--- config.mk ---
export PLATFORM = sky130hd
export DESIGN_NAME = rtc_counter_alarm_trim
export DESIGN_NICKNAME = d
export VERILOG_FILES = /design/src/pkg/rtc_pkg.sv /design/src/hw/rtc_counter_alarm_trim.sv
export VERILOG_INCLUDE_DIRS = /design/src /design/src/pkg
export SDC_FILE = /design/constraint.sdc
export NUM_CORES = 1
export LEC_CHECK = 0
export BUFFER_PORTS_ARGS = -buffer_cell sky130_fd_sc_hd__buf_2
export CORE_ASPECT_RATIO = 0.8
export CORE_MARGIN = 10
export CORE_UTILIZATION = 60
export DETAILED_ROUTE_END_ITERATION = 7
export PLACE_DENSITY = 0.79
export SYNTH_ARGS = -nofsm -noshare
export SYNTH_HDL_FRONTEND = slang
export SYNTH_SLANG_ARGS = --single-unit
export TNS_END_PERCENT = 1
--- constraint.sdc ---
create_clock -name clk -period 4.25 [get_ports clk]
set_input_delay 0.2125 -clock clk [delete_from_list [all_inputs] [get_ports clk]]
set_output_delay 0.2125 -clock clk [all_outputs]
set_load 0.01 [all_outputs]
--- src/pkg/rtc_consts.svh ---
`ifndef RTC_CONSTS_SVH
`define RTC_CONSTS_SVH

// register byte offsets
`define RTC_OFS_COUNT      5'h00
`define RTC_OFS_ALARM      5'h04
`define RTC_OFS_STATUS     5'h08
`define RTC_OFS_TRIM       5'h0c
`define RTC_OFS_CTRL       5'h10

// reset values
`define RTC_COUNT_RESET    32'h0000_0000
`define RTC_ALARM_RESET    32'h0000_0000
`define RTC_TRIM_RESET     32'h0000_7fff

// status register bits
`define RTC_ST_AL          0
`define RTC_ST_HZ          1
`define RTC_ST_ALE         2
`define RTC_ST_PEND        3

// trim register fields
`define RTC_TRIM_DIV_MSB   15
`define RTC_TRIM_DIV_LSB   0
`define RTC_TRIM_DEL_MSB   25
`define RTC_TRIM_DEL_LSB   16
`define RTC_TRIM_LOCK      31
`define RTC_TRIM_WMASK     32'h83ff_ffff

// control register bits
`define RTC_CTRL_SEL       0

// fast oscillator prescale: divide by 112
`define RTC_PRESCALE_LAST  7'h6f
// alarm and counter writes land on this many source clocks
`define RTC_WR_DELAY       2'h2

`endif

--- src/pkg/rtc_pkg.sv ---
package rtc_pkg;

  // avalon-mm request from the processor side
  typedef struct packed {
    logic        read;
    logic        write;
    logic [4:0]  address;
    logic [31:0] writedata;
    logic [3:0]  byteenable;
  } rtc_avs_req_s;

  // avalon-mm answer to the processor side
  typedef struct packed {
    logic [31:0] readdata;
    logic        waitrequest;
  } rtc_avs_rsp_s;

  // first-level interrupt sources and wake event
  typedef struct packed {
    logic alarm_irq_source;
    logic tick_irq_source;
    logic alarm_wake;
  } rtc_events_s;

endpackage : rtc_pkg

--- src/hw/rtc_counter_alarm_trim.sv ---
`include "rtc_consts.svh"

module rtc_counter_alarm_trim #(
  parameter int TRIM_CYCLE_W = 10
) (
  // clock and resets
  input  wire logic                clk,
  input  wire logic                rst_n,
  input  wire logic                wdog_rst,
  // oscillator pins
  input  wire logic                osc_fast_in,
  input  wire logic                osc_slow_in,
  // register bus
  input  wire rtc_pkg::rtc_avs_req_s avs_req,
  output rtc_pkg::rtc_avs_rsp_s    avs_rsp,
  // interrupt controller and power manager
  output rtc_pkg::rtc_events_s     events
);

  ////////////////////////////////////////////////////////////////////////////
  // declarations
  logic [2:0]  fast_sync_reg;
  logic [2:0]  slow_sync_reg;
  logic [6:0]  prescale_reg;
  logic        fast_pulse;
  logic        slow_pulse;
  logic        src_pulse;
  logic [15:0] div_cnt_reg;
  logic [9:0]  delete_left_reg;
  logic [TRIM_CYCLE_W-1:0] trim_cyc_reg;
  logic        tick;
  logic [31:0] cnt_reg;
  logic [31:0] cnt_next;
  logic [31:0] cnt_wval_reg;
  logic [1:0]  cnt_wait_reg;
  logic        cnt_pend_reg;
  logic        cnt_apply;
  logic [31:0] alarm_reg;
  logic [31:0] alarm_wval_reg;
  logic [1:0]  alarm_wait_reg;
  logic        alarm_pend_reg;
  logic        alarm_apply;
  logic [31:0] trim_reg;
  logic        sel_reg;
  logic        ale_reg;
  logic        al_reg;
  logic        hz_reg;
  logic        al_set;
  logic        ack_reg;
  logic [31:0] rdata_reg;
  logic        wr_fire;
  logic        rd_take;
  logic        soft_rst;

  // merge write data into an old value under byte enables
  function automatic logic [31:0] be_merge(input logic [31:0] old_v,
                                           input logic [31:0] new_v,
                                           input logic [3:0]  be);
    logic [31:0] res;
    res = old_v;
    for (int i = 0; i < 4; i++) begin
      if (be[i]) begin
        res[i*8 +: 8] = new_v[i*8 +: 8];
      end
    end
    return res;
  endfunction

  // next value of a two-source-clock write delay counter
  function automatic logic [1:0] wait_next(input logic [1:0] w, input logic pulse);
    return pulse ? w + 2'h1 : w;
  endfunction

  // watchdog reset acts like a hardware reset on all but trim, prescaler, sync flops and bus ack/read data
  assign soft_rst = !rst_n || wdog_rst;

  ////////////////////////////////////////////////////////////////////////////
  // avalon-mm slave: one wait state, then answer
  assign avs_rsp.waitrequest = (avs_req.read || avs_req.write) && !ack_reg;
  assign wr_fire             = avs_req.write && ack_reg;
  assign rd_take             = avs_req.read && !ack_reg;
  assign avs_rsp.readdata    = rdata_reg;

  // ack toggles so every request sees exactly one wait cycle
  always_ff @(posedge clk) begin
    if (!rst_n) begin
      ack_reg <= 1'b0;
    end else begin
      ack_reg <= (avs_req.read || avs_req.write) && !ack_reg;
    end
  end

  // read mux captured in the wait cycle; unmapped reads give zero
  always_ff @(posedge clk) begin
    if (!rst_n) begin
      rdata_reg <= 32'h0000_0000;
    end else if (rd_take) begin
      case (avs_req.address)
        `RTC_OFS_COUNT:  rdata_reg <= cnt_reg;  // no write delay on reads
        `RTC_OFS_ALARM:  rdata_reg <= alarm_reg;
        `RTC_OFS_STATUS: rdata_reg <= {28'h000_0000, cnt_pend_reg || alarm_pend_reg, ale_reg, hz_reg, al_reg};
        `RTC_OFS_TRIM:   rdata_reg <= trim_reg;
        `RTC_OFS_CTRL:   rdata_reg <= {31'h0000_0000, sel_reg};
        default:         rdata_reg <= 32'h0000_0000;
      endcase
    end
  end

  ////////////////////////////////////////////////////////////////////////////
  // oscillator pins: two sync flops, third flop only for edge detect
  always_ff @(posedge clk) begin
    if (!rst_n) begin
      fast_sync_reg <= 3'h0;
      slow_sync_reg <= 3'h0;
    end else begin
      fast_sync_reg <= {fast_sync_reg[1:0], osc_fast_in};
      slow_sync_reg <= {slow_sync_reg[1:0], osc_slow_in};
    end
  end

  assign fast_pulse = fast_sync_reg[1] && !fast_sync_reg[2];
  assign slow_pulse = slow_sync_reg[1] && !slow_sync_reg[2];

  // fast oscillator divided by 112 to roughly 32.9 kHz
  always_ff @(posedge clk) begin
    if (!rst_n) begin
      prescale_reg <= 7'h00;
    end else if (fast_pulse) begin
      prescale_reg <= (prescale_reg == `RTC_PRESCALE_LAST) ? 7'h00 : prescale_reg + 7'h01;
    end
  end

  // source select, one pulse per source clock period
  assign src_pulse = sel_reg ? slow_pulse : (fast_pulse && prescale_reg == `RTC_PRESCALE_LAST);

  // source select register, cleared by either reset
  always_ff @(posedge clk) begin
    if (soft_rst) begin
      sel_reg <= 1'b0;
    end else if (wr_fire && avs_req.address == `RTC_OFS_CTRL && avs_req.byteenable[0]) begin
      sel_reg <= avs_req.writedata[`RTC_CTRL_SEL];
    end
  end

  ////////////////////////////////////////////////////////////////////////////
  // trim divider: divider field +1 source clocks per tick, with deletion
  assign tick = src_pulse && delete_left_reg == 10'h000
                && div_cnt_reg == trim_reg[`RTC_TRIM_DIV_MSB:`RTC_TRIM_DIV_LSB];

  // divider counter; deleted source clocks do not advance it
  always_ff @(posedge clk) begin
    if (soft_rst) begin
      div_cnt_reg <= 16'h0000;
    end else if (src_pulse && delete_left_reg == 10'h000) begin
      div_cnt_reg <= tick ? 16'h0000 : div_cnt_reg + 16'h0001;
    end
  end

  // trim cycle: every 2^TRIM_CYCLE_W ticks, swallow the delete count
  // gives sub-ppm resolution, far inside five seconds a month
  always_ff @(posedge clk) begin
    if (soft_rst) begin
      trim_cyc_reg    <= '0;
      delete_left_reg <= 10'h000;
    end else begin
      if (tick) begin
        trim_cyc_reg <= trim_cyc_reg + 1'b1;
      end
      if (tick && trim_cyc_reg == '1) begin
        delete_left_reg <= trim_reg[`RTC_TRIM_DEL_MSB:`RTC_TRIM_DEL_LSB];
      end else if (src_pulse && delete_left_reg != 10'h000) begin
        delete_left_reg <= delete_left_reg - 10'h001;
      end
    end
  end

  // trim register: hardware reset only, frozen once locked
  always_ff @(posedge clk) begin
    if (!rst_n) begin
      trim_reg <= `RTC_TRIM_RESET;
    end else if (wr_fire && avs_req.address == `RTC_OFS_TRIM && !trim_reg[`RTC_TRIM_LOCK]) begin
      trim_reg <= be_merge(trim_reg, avs_req.writedata, avs_req.byteenable) & `RTC_TRIM_WMASK;
    end
  end

  ////////////////////////////////////////////////////////////////////////////
  // counter write staging: lands on the second source clock after store
  assign cnt_apply = cnt_pend_reg && src_pulse && wait_next(cnt_wait_reg, src_pulse) == `RTC_WR_DELAY;

  // a second store restarts the delay with the newest value
  always_ff @(posedge clk) begin
    if (soft_rst) begin
      cnt_pend_reg <= 1'b0;
      cnt_wait_reg <= 2'h0;
      cnt_wval_reg <= `RTC_COUNT_RESET;
    end else if (wr_fire && avs_req.address == `RTC_OFS_COUNT) begin
      cnt_pend_reg <= 1'b1;
      cnt_wait_reg <= 2'h0;
      cnt_wval_reg <= be_merge(cnt_reg, avs_req.writedata, avs_req.byteenable);
    end else if (cnt_apply) begin
      cnt_pend_reg <= 1'b0;
    end else if (cnt_pend_reg) begin
      cnt_wait_reg <= wait_next(cnt_wait_reg, src_pulse);
    end
  end

  // free-running counter; no sleep or idle input touches it
  assign cnt_next = cnt_reg + 32'h0000_0001;

  always_ff @(posedge clk) begin
    if (soft_rst) begin
      cnt_reg <= `RTC_COUNT_RESET;
    end else if (cnt_apply) begin
      cnt_reg <= cnt_wval_reg;
    end else if (tick) begin
      cnt_reg <= cnt_next;
    end
  end

  ////////////////////////////////////////////////////////////////////////////
  // alarm write staging, same two-source-clock delay
  assign alarm_apply = alarm_pend_reg && src_pulse && wait_next(alarm_wait_reg, src_pulse) == `RTC_WR_DELAY;

  always_ff @(posedge clk) begin
    if (soft_rst) begin
      alarm_pend_reg <= 1'b0;
      alarm_wait_reg <= 2'h0;
      alarm_wval_reg <= `RTC_ALARM_RESET;
    end else if (wr_fire && avs_req.address == `RTC_OFS_ALARM) begin
      alarm_pend_reg <= 1'b1;
      alarm_wait_reg <= 2'h0;
      alarm_wval_reg <= be_merge(alarm_reg, avs_req.writedata, avs_req.byteenable);
    end else if (alarm_apply) begin
      alarm_pend_reg <= 1'b0;
    end else if (alarm_pend_reg) begin
      alarm_wait_reg <= wait_next(alarm_wait_reg, src_pulse);
    end
  end

  // alarm value register
  always_ff @(posedge clk) begin
    if (soft_rst) begin
      alarm_reg <= `RTC_ALARM_RESET;
    end else if (alarm_apply) begin
      alarm_reg <= alarm_wval_reg;
    end
  end

  ////////////////////////////////////////////////////////////////////////////
  // status: compare the incremented count, flags are write-one-to-clear
  assign al_set = tick && !cnt_apply && ale_reg && cnt_next == alarm_reg;

  // alarm enable bit
  always_ff @(posedge clk) begin
    if (soft_rst) begin
      ale_reg <= 1'b0;
    end else if (wr_fire && avs_req.address == `RTC_OFS_STATUS && avs_req.byteenable[0]) begin
      ale_reg <= avs_req.writedata[`RTC_ST_ALE];
    end
  end

  // set beats a clear arriving in the same cycle
  always_ff @(posedge clk) begin
    if (soft_rst) begin
      al_reg <= 1'b0;
      hz_reg <= 1'b0;
    end else begin
      al_reg <= al_set || (al_reg && !(wr_fire && avs_req.address == `RTC_OFS_STATUS
                && avs_req.byteenable[0] && avs_req.writedata[`RTC_ST_AL]));
      hz_reg <= tick || (hz_reg && !(wr_fire && avs_req.address == `RTC_OFS_STATUS
                && avs_req.byteenable[0] && avs_req.writedata[`RTC_ST_HZ]));
    end
  end

  // flags straight to pending positions 31 and 30, alarm flag also to wake logic
  assign events.alarm_irq_source = al_reg;
  assign events.tick_irq_source  = hz_reg;
  assign events.alarm_wake       = al_reg;

  ////////////////////////////////////////////////////////////////////////////
  // checks
  AST_CNT_RESET: assert property (@(posedge clk) disable iff (!rst_n)
    wdog_rst |=> cnt_reg == 32'h0000_0000)
    else $error("counter not cleared by watchdog reset");

  AST_CNT_INC: assert property (@(posedge clk) disable iff (soft_rst)
    tick && !cnt_apply |=> cnt_reg == $past(cnt_reg) + 32'h0000_0001)
    else $error("counter did not advance on tick");

  AST_CNT_HOLD: assert property (@(posedge clk) disable iff (soft_rst)
    !tick && !cnt_apply |=> $stable(cnt_reg))
    else $error("counter moved without tick or load");

  // a fresh store in the landing cycle keeps the stage busy on purpose
  AST_CNT_LOAD: assert property (@(posedge clk) disable iff (soft_rst)
    cnt_apply && !(wr_fire && avs_req.address == `RTC_OFS_COUNT)
    |=> cnt_reg == $past(cnt_wval_reg) && !cnt_pend_reg)
    else $error("staged counter value not loaded");

  AST_ALARM_SET: assert property (@(posedge clk) disable iff (soft_rst)
    tick && !cnt_apply && ale_reg && cnt_next == alarm_reg |=> al_reg && events.alarm_irq_source)
    else $error("alarm match flag not set");

  AST_ALARM_NOSET: assert property (@(posedge clk) disable iff (soft_rst)
    !al_reg && !(tick && ale_reg && cnt_next == alarm_reg) |=> !al_reg)
    else $error("alarm flag set without match");

  AST_TICK_FLAG: assert property (@(posedge clk) disable iff (soft_rst)
    tick |=> hz_reg && events.tick_irq_source)
    else $error("tick flag not set");

  AST_W1C: assert property (@(posedge clk) disable iff (soft_rst)
    wr_fire && avs_req.address == `RTC_OFS_STATUS && avs_req.byteenable[0]
    && avs_req.writedata[`RTC_ST_HZ] && !tick |=> !hz_reg)
    else $error("tick flag not cleared by write one");

  AST_TRIM_LOCK: assert property (@(posedge clk) disable iff (!rst_n)
    trim_reg[`RTC_TRIM_LOCK] |=> $stable(trim_reg))
    else $error("locked trim register changed");

  AST_TRIM_WDOG: assert property (@(posedge clk) disable iff (!rst_n)
    wdog_rst && !wr_fire |=> $stable(trim_reg))
    else $error("trim register disturbed by watchdog reset");

  AST_ALARM_DELAY: assert property (@(posedge clk) disable iff (soft_rst)
    wr_fire && avs_req.address == `RTC_OFS_ALARM && !alarm_apply |=> $stable(alarm_reg) && alarm_pend_reg)
    else $error("alarm write took effect without delay");

  AST_PRESCALE: assert property (@(posedge clk) disable iff (soft_rst)
    fast_pulse && prescale_reg != `RTC_PRESCALE_LAST |=> prescale_reg == $past(prescale_reg) + 7'h01)
    else $error("fast source not divided by 112");

  COV_ALARM: cover property (@(posedge clk) disable iff (soft_rst) al_set);
  COV_TICK_CLEAR: cover property (@(posedge clk) disable iff (soft_rst) hz_reg ##1 !hz_reg);
  COV_CNT_LOAD: cover property (@(posedge clk) disable iff (soft_rst) cnt_apply);
  COV_DELETE: cover property (@(posedge clk) disable iff (soft_rst) delete_left_reg != 10'h000);

endmodule // rtc_counter_alarm_trim

* Word level (Yosys, flattened, before mapping)
Cells that the tools add are included.
** Word-level totals
- Register bits :: 247
- Input port bits :: 48
- Logic and storage cells :: 122
- Output and inout bits :: 36
** Cells by class
- Bitwise operators :: 2
- Equality and inequality tests :: 10
- Muxes and demuxes :: 22
- Add/sub/neg operators :: 7
- Reduce and logical (&&, ||, !) cells :: 57
** Operators with widths (count)
- 32-bit one-hot mux with 5 select lines :: 1
- 32-bit 2-to-1 mux :: 2
- 8-bit 2-to-1 mux :: 8
- 32-bit by 1-bit adder with 32-bit output, second input constant :: 1
- 32-bit == test :: 1
- 1-bit logical AND :: 29
- 10-bit 2-to-1 mux :: 2
- 16-bit by 1-bit adder with 16-bit output, second input constant :: 1
- 16-bit == test :: 1
- 16-bit 2-to-1 mux :: 1
- 2-bit AND reduction :: 6
- 10-bit by 1-bit adder with 10-bit output, second input constant :: 1
- 10-bit == test, second input constant :: 1
- 5-bit by 4-bit == test with 1-bit output, second input constant :: 2
- 10-bit logical NOT :: 1
- 10-bit nonzero test :: 1
- 10-bit by 1-bit subtractor with 10-bit output, second input constant :: 1
- 1-bit logical NOT :: 8
- 2-bit nonzero test :: 4
- 7-bit by 1-bit adder with 7-bit output, second input constant :: 1
- 7-bit == test, second input constant :: 1
- 7-bit 2-to-1 mux :: 1
- 5-bit by 3-bit == test with 1-bit output, second input constant :: 1
- 5-bit == test, second input constant :: 1
- other kinds (8) :: 21

* Depth between registers and ports, before layout
- Depth after elaboration :: 12
- Depth in mapped cells :: 10
- Gate-level depth less buffers :: 9

* Worst setup path after synthesis
No wires, ideal clock.
- Path type :: reg2reg
- From :: register cnt_reg[4]
- To :: register al_reg
- Arrival time :: 2.792 ns
- Cell stages (with the launch flop) :: 9
- Required time :: 4.166 ns
- Setup time :: 0.084 ns
- Path buffers :: 1
- Period minus slack after synthesis :: 2.876 ns
- Setup slack :: 1.374 ns
- Cell sequence :: dfxtp_1 > clkbuf_1 > nand4_1 > or4_2 > nor4_1 > xnor2_1 > nand3_1 > or4_1 > o31ai_2
** On the way
- Word-level cells in the longest chain between the ends :: 4
** Ends and longest elaborated chain
- start, declared :: line rtc_counter_alarm_trim.sv:32 : logic [31:0] cnt_reg;
- start signal, assigned :: line rtc_counter_alarm_trim.sv:212 : cnt_reg <= `RTC_COUNT_RESET;
- start signal, assigned :: line rtc_counter_alarm_trim.sv:214 : cnt_reg <= cnt_wval_reg;
- start signal, assigned :: line rtc_counter_alarm_trim.sv:216 : cnt_reg <= cnt_next;
- 32-bit by 1-bit adder with 32-bit output :: line rtc_counter_alarm_trim.sv:208 : assign cnt_next = cnt_reg + 32'h0000_0001;
- 32-bit == test :: line rtc_counter_alarm_trim.sv:251 : assign al_set = tick && !cnt_apply && ale_reg && cnt_next == alarm_reg;
- 1-bit logical AND :: line rtc_counter_alarm_trim.sv:251
- 1-bit logical OR :: line rtc_counter_alarm_trim.sv:268 : al_reg <= al_set || (al_reg && !(wr_fire && avs_req.address == `RTC_OFS_STATUS
- end signal, assigned :: line rtc_counter_alarm_trim.sv:268
- end, declared :: line rtc_counter_alarm_trim.sv:46 : logic al_reg;
Every way passes these cells.
A chain may end at the register's enable or synchronous reset.

* Worst setup path in the final report
- From :: register delete_left_reg[0]
- To :: register trim_cyc_reg[9]
** On the way
- Word-level cells in the longest chain between the ends :: 3
** Ends and longest elaborated chain
- start, declared :: line rtc_counter_alarm_trim.sv:29 : logic [9:0] delete_left_reg;
- start signal, assigned :: line rtc_counter_alarm_trim.sv:170 : delete_left_reg <= trim_reg[`RTC_TRIM_DEL_MSB:`RTC_TRIM_DEL_LSB];
- start signal, assigned :: line rtc_counter_alarm_trim.sv:172 : delete_left_reg <= delete_left_reg - 10'h001;
- 10-bit logical NOT :: line rtc_counter_alarm_trim.sv:147 : assign tick = src_pulse && delete_left_reg == 10'h000
- 1-bit logical AND (2 in a row) :: line rtc_counter_alarm_trim.sv:147
- end signal, assigned :: line rtc_counter_alarm_trim.sv:167 : trim_cyc_reg <= trim_cyc_reg + 1'b1;
- end, declared :: line rtc_counter_alarm_trim.sv:30 : logic [TRIM_CYCLE_W-1:0] trim_cyc_reg;
Every way passes these cells.

==> metrics.md <==
| Metric | Value |
|---|---|
| Arr. time, crit path | `around 3.8 ns` |
| Placed cell count | `1674` |
| Drc violations | `0` |
| Startpoint types | `flop` |
| # fillers | `approximately 1600` |
| Unrepaired setup endpoints after global routing | `no` |
| H-tree depth | `1` |
| Fmax | `between 200 and 300 MHz` |
| Pwr per Cell Area | `363 mW/mm2` |
| Worst endpoint required time | `between 4 and 5 ns` |
| Sequential-to-total area share from yosys stat | `slightly above 40%` |
| Register area | `a little under 0.005 mm2` |
| Post-route clock skew | `0.0160 ns` |
| TritonCTS clock tree | `done` |
| Final Hold Fails | `0` |
| Fin crit share | `about four fifths` |
| Rows | `46` |
| Antenna viol nets, final | `0` |
| Total gr overflow | `0` |
| Die Ht | `approximately 150 um` |
| Multi-input combinational cell area | `around 0.0065 mm2` |
| Worst Path Max Fanout | `25` |
| Layout cells sized above 1 | `10.7%` |
| Initial DRC Count | `1140` |
| Status | `completed` |
| DP HPWL | `21700 um` |
| Min Tclk post-route | `roughly 3.4 ns` |
| Clock latency at the later pin of the worst-skew pair | `about 0.53 ns` |
| Num Clock Sinks | `between 200 and 250` |
| Starting density of the core | `about three fifths` |
| Syn nets | `~1500` |
| Final Util | `between 60% and 70%` |
| Worst-path clk slew | `0.06 ns` |
| Vias | `about 11000` |
| Worst-margin pin slew | `1.01 ns` |
| HP Class | `primary input to flop` |
| Placed cell area | `around 0.012 mm2` |
| Longest Clk Path Bufs | `3` |
| Gr usage total | `24.4%` |
| Vias/cell | `6.04` |
| PortBufs | `slightly above 80` |
| Die Area | `between 0.02 and 0.03 mm2` |
| #FFs+latches synth | `roughly 250` |
| Root Driver | `clkbuf_16` |
| Max-cap violations | `0` |
| TritonRoute pass-1 iters | `8` |
| Post_cts resized | `0` |
| Antenna diodes | `0` |
| Nets | `roughly 1500` |
| Top_reg_cell synth | `dfxtp_1` |
| CP Capture Type | `flop` |
| Non-Filler Instances | `~1700` |
| Core Region | `between 0.015 and 0.02 mm2` |
| First-pass GRT wire length | `52800 um` |
| Layout area overhead | `11.9%` |
| Slew HR | `approximately a third` |
| Synth Warn # | `0` |
| Pleak | `just under 5 nW` |
| Routed length per instance | `between 15 and 20 um` |
| Initial antenna violation count | `0` |
| Post-Synthesis Cells | `roughly 1400` |
| Post-CTS Setup Bufs | `0` |
| Peak supply drop | `0.267 mV` |
| DIE WIDTH | `between 150 and 200 um` |
| Vias in the first global route | `9867` |
| Pre-CTS setup slack | `0.968 ns` |
| Async SR Flop Fraction | `0%` |
| Gpl congestion | `around 0.96` |
| Setup slack after layout | `just under 0.9 ns` |
| CTS Buf Count | `25` |
| Post-Syn Area | `~0.012 mm2` |
| Post-Route WL | `roughly 33000 um` |
| Design area | `between 0.01 and 0.015 mm2` |
| Critical setup path kind | `flop to flop` |
| Setup TNS | `0 ns` |
| Final Max Slew Viols | `0` |
| Post-Syn Area per Cell | `about 8.4 um2` |
| Final Setup Violations | `0` |
| Count of different cell masters after synthesis | `between 50 and 60` |
| Pin count of the biggest net entering global routing | `between 80 and 90` |
| Io pins | `between 80 and 90` |
| Post-synth EDFFs | `0` |
-- cell families (layout without fill, tap and decap cells) --
family                     Yosys count  after routing  share of synthesized area [%]
muxes                               71             71                           5.93
DFF                                247            247                           41.2
xor gates and xnor gates           128            128                           9.33
and+or+nand+nor                    574            574                           22.6
AOI/OAI and AO/OA                  275            275                           15.1
adders and majority gates            6              6                          0.625
buffers and inverters              132            175                           5.18
-- worst max-delay path, cell delays in order (launching register included) --
cell and delay, ns:
dfxtp_1 0.31, inv_1 0.10, ha_1 0.15, or4b_2 0.57, nor3_1 0.42, o21ai_1 0.39, nor2_1 0.18, buf_4 0.33
nand4_1 0.30, or3_1 0.38, a21oi_1 0.15
-- Yosys cell counts, types with 26 or more instances --
cell      instances  area (um2)
mux2i_1          70         701
nand2_1         190         713
a21oi_1          75         375
dfxtp_1         247        4940
a222oi_1         27         270
nor2_1          156         586
o21ai_0          52         260
xor2_1           57         499
and2_1           41         257
nand3_1          55         275
clkbuf_1         92         345
xnor2_1          71         622
a211oi_1         91         683
nand4_1          26         163
-- final timing paths --
path / startpoint / to / slack [ns] / depth (start not counted)
hold reg to reg: slow_sync_reg[0]$_SDFF_PN0_ / slow_sync_reg[1]$_SDFF_PN0_ / 0.44 / 1
hold / removal: avs_req[28] / trim_reg[24]$_SDFFE_PN0P_ / 0.01 / 3
setup reg to reg: delete_left_reg[0]$_SDFFE_PP0P_ / trim_cyc_reg[9]$_SDFFE_PP0N_ / 0.87 / 10
setup / recovery: delete_left_reg[0]$_SDFFE_PP0P_ / trim_cyc_reg[9]$_SDFFE_PP0N_ / 0.87 / 10
-- repair_timing --
action	in CTS	in global routing
hold endpoints to repair	22	0
endpoints found under the setup margin	0	0
hold buffers	22	0
-- cell usage in the layout (no fill, tap or decap), types with 26 or more instances in the layout --
cell type,netlist,layout
o21ai_0,52,52
xnor2_1,71,71
nand3_1,55,55
a21oi_1,75,75
a211oi_1,91,91
buf_2,1,83
nand4_1,26,26
dfxtp_1,247,247
nand2_1,190,190
xor2_1,57,57
nor2_1,156,156
and2_1,41,41
a222oi_1,27,27
mux2i_1,70,70
-- layer usage --
metal	wire [um]	share of wire, %	GRT usage (%)
met1	14600	45	33.2
met2	14900	46	38.9
met3	2240	6.9	3.30
met4	778	2.4	7.64
met5	0	0	0
-- power by group --
group	internal [mW]	switching (mW)	total, mW	leakage, nW
combinational	0.0711	0.120	0.191	2.41
clock	1.45	0.913	2.36	0.436
sequential	2.32	0.00375	2.32	1.99
-- stage by stage --
step                hold WS (ns)  power [mW]
global route              0.0188        5.01
global placement           0.415        2.55
finish                    0.0145        4.88
floorplan                  0.336        2.48
detailed placement         0.423        2.55
CTS                      0.00437        4.89
-- final cells by class --
class	count	share of cell area, %
clock buffer	33	5.18
clock inverter	11	1.34
inverter	10	0.279
multi-input combinational	1054	48.2
sequential	247	36.8
tap	264	2.46
timing repair buffer	121	5.81
No activity file was read; power rests on OpenSTA's default activity.
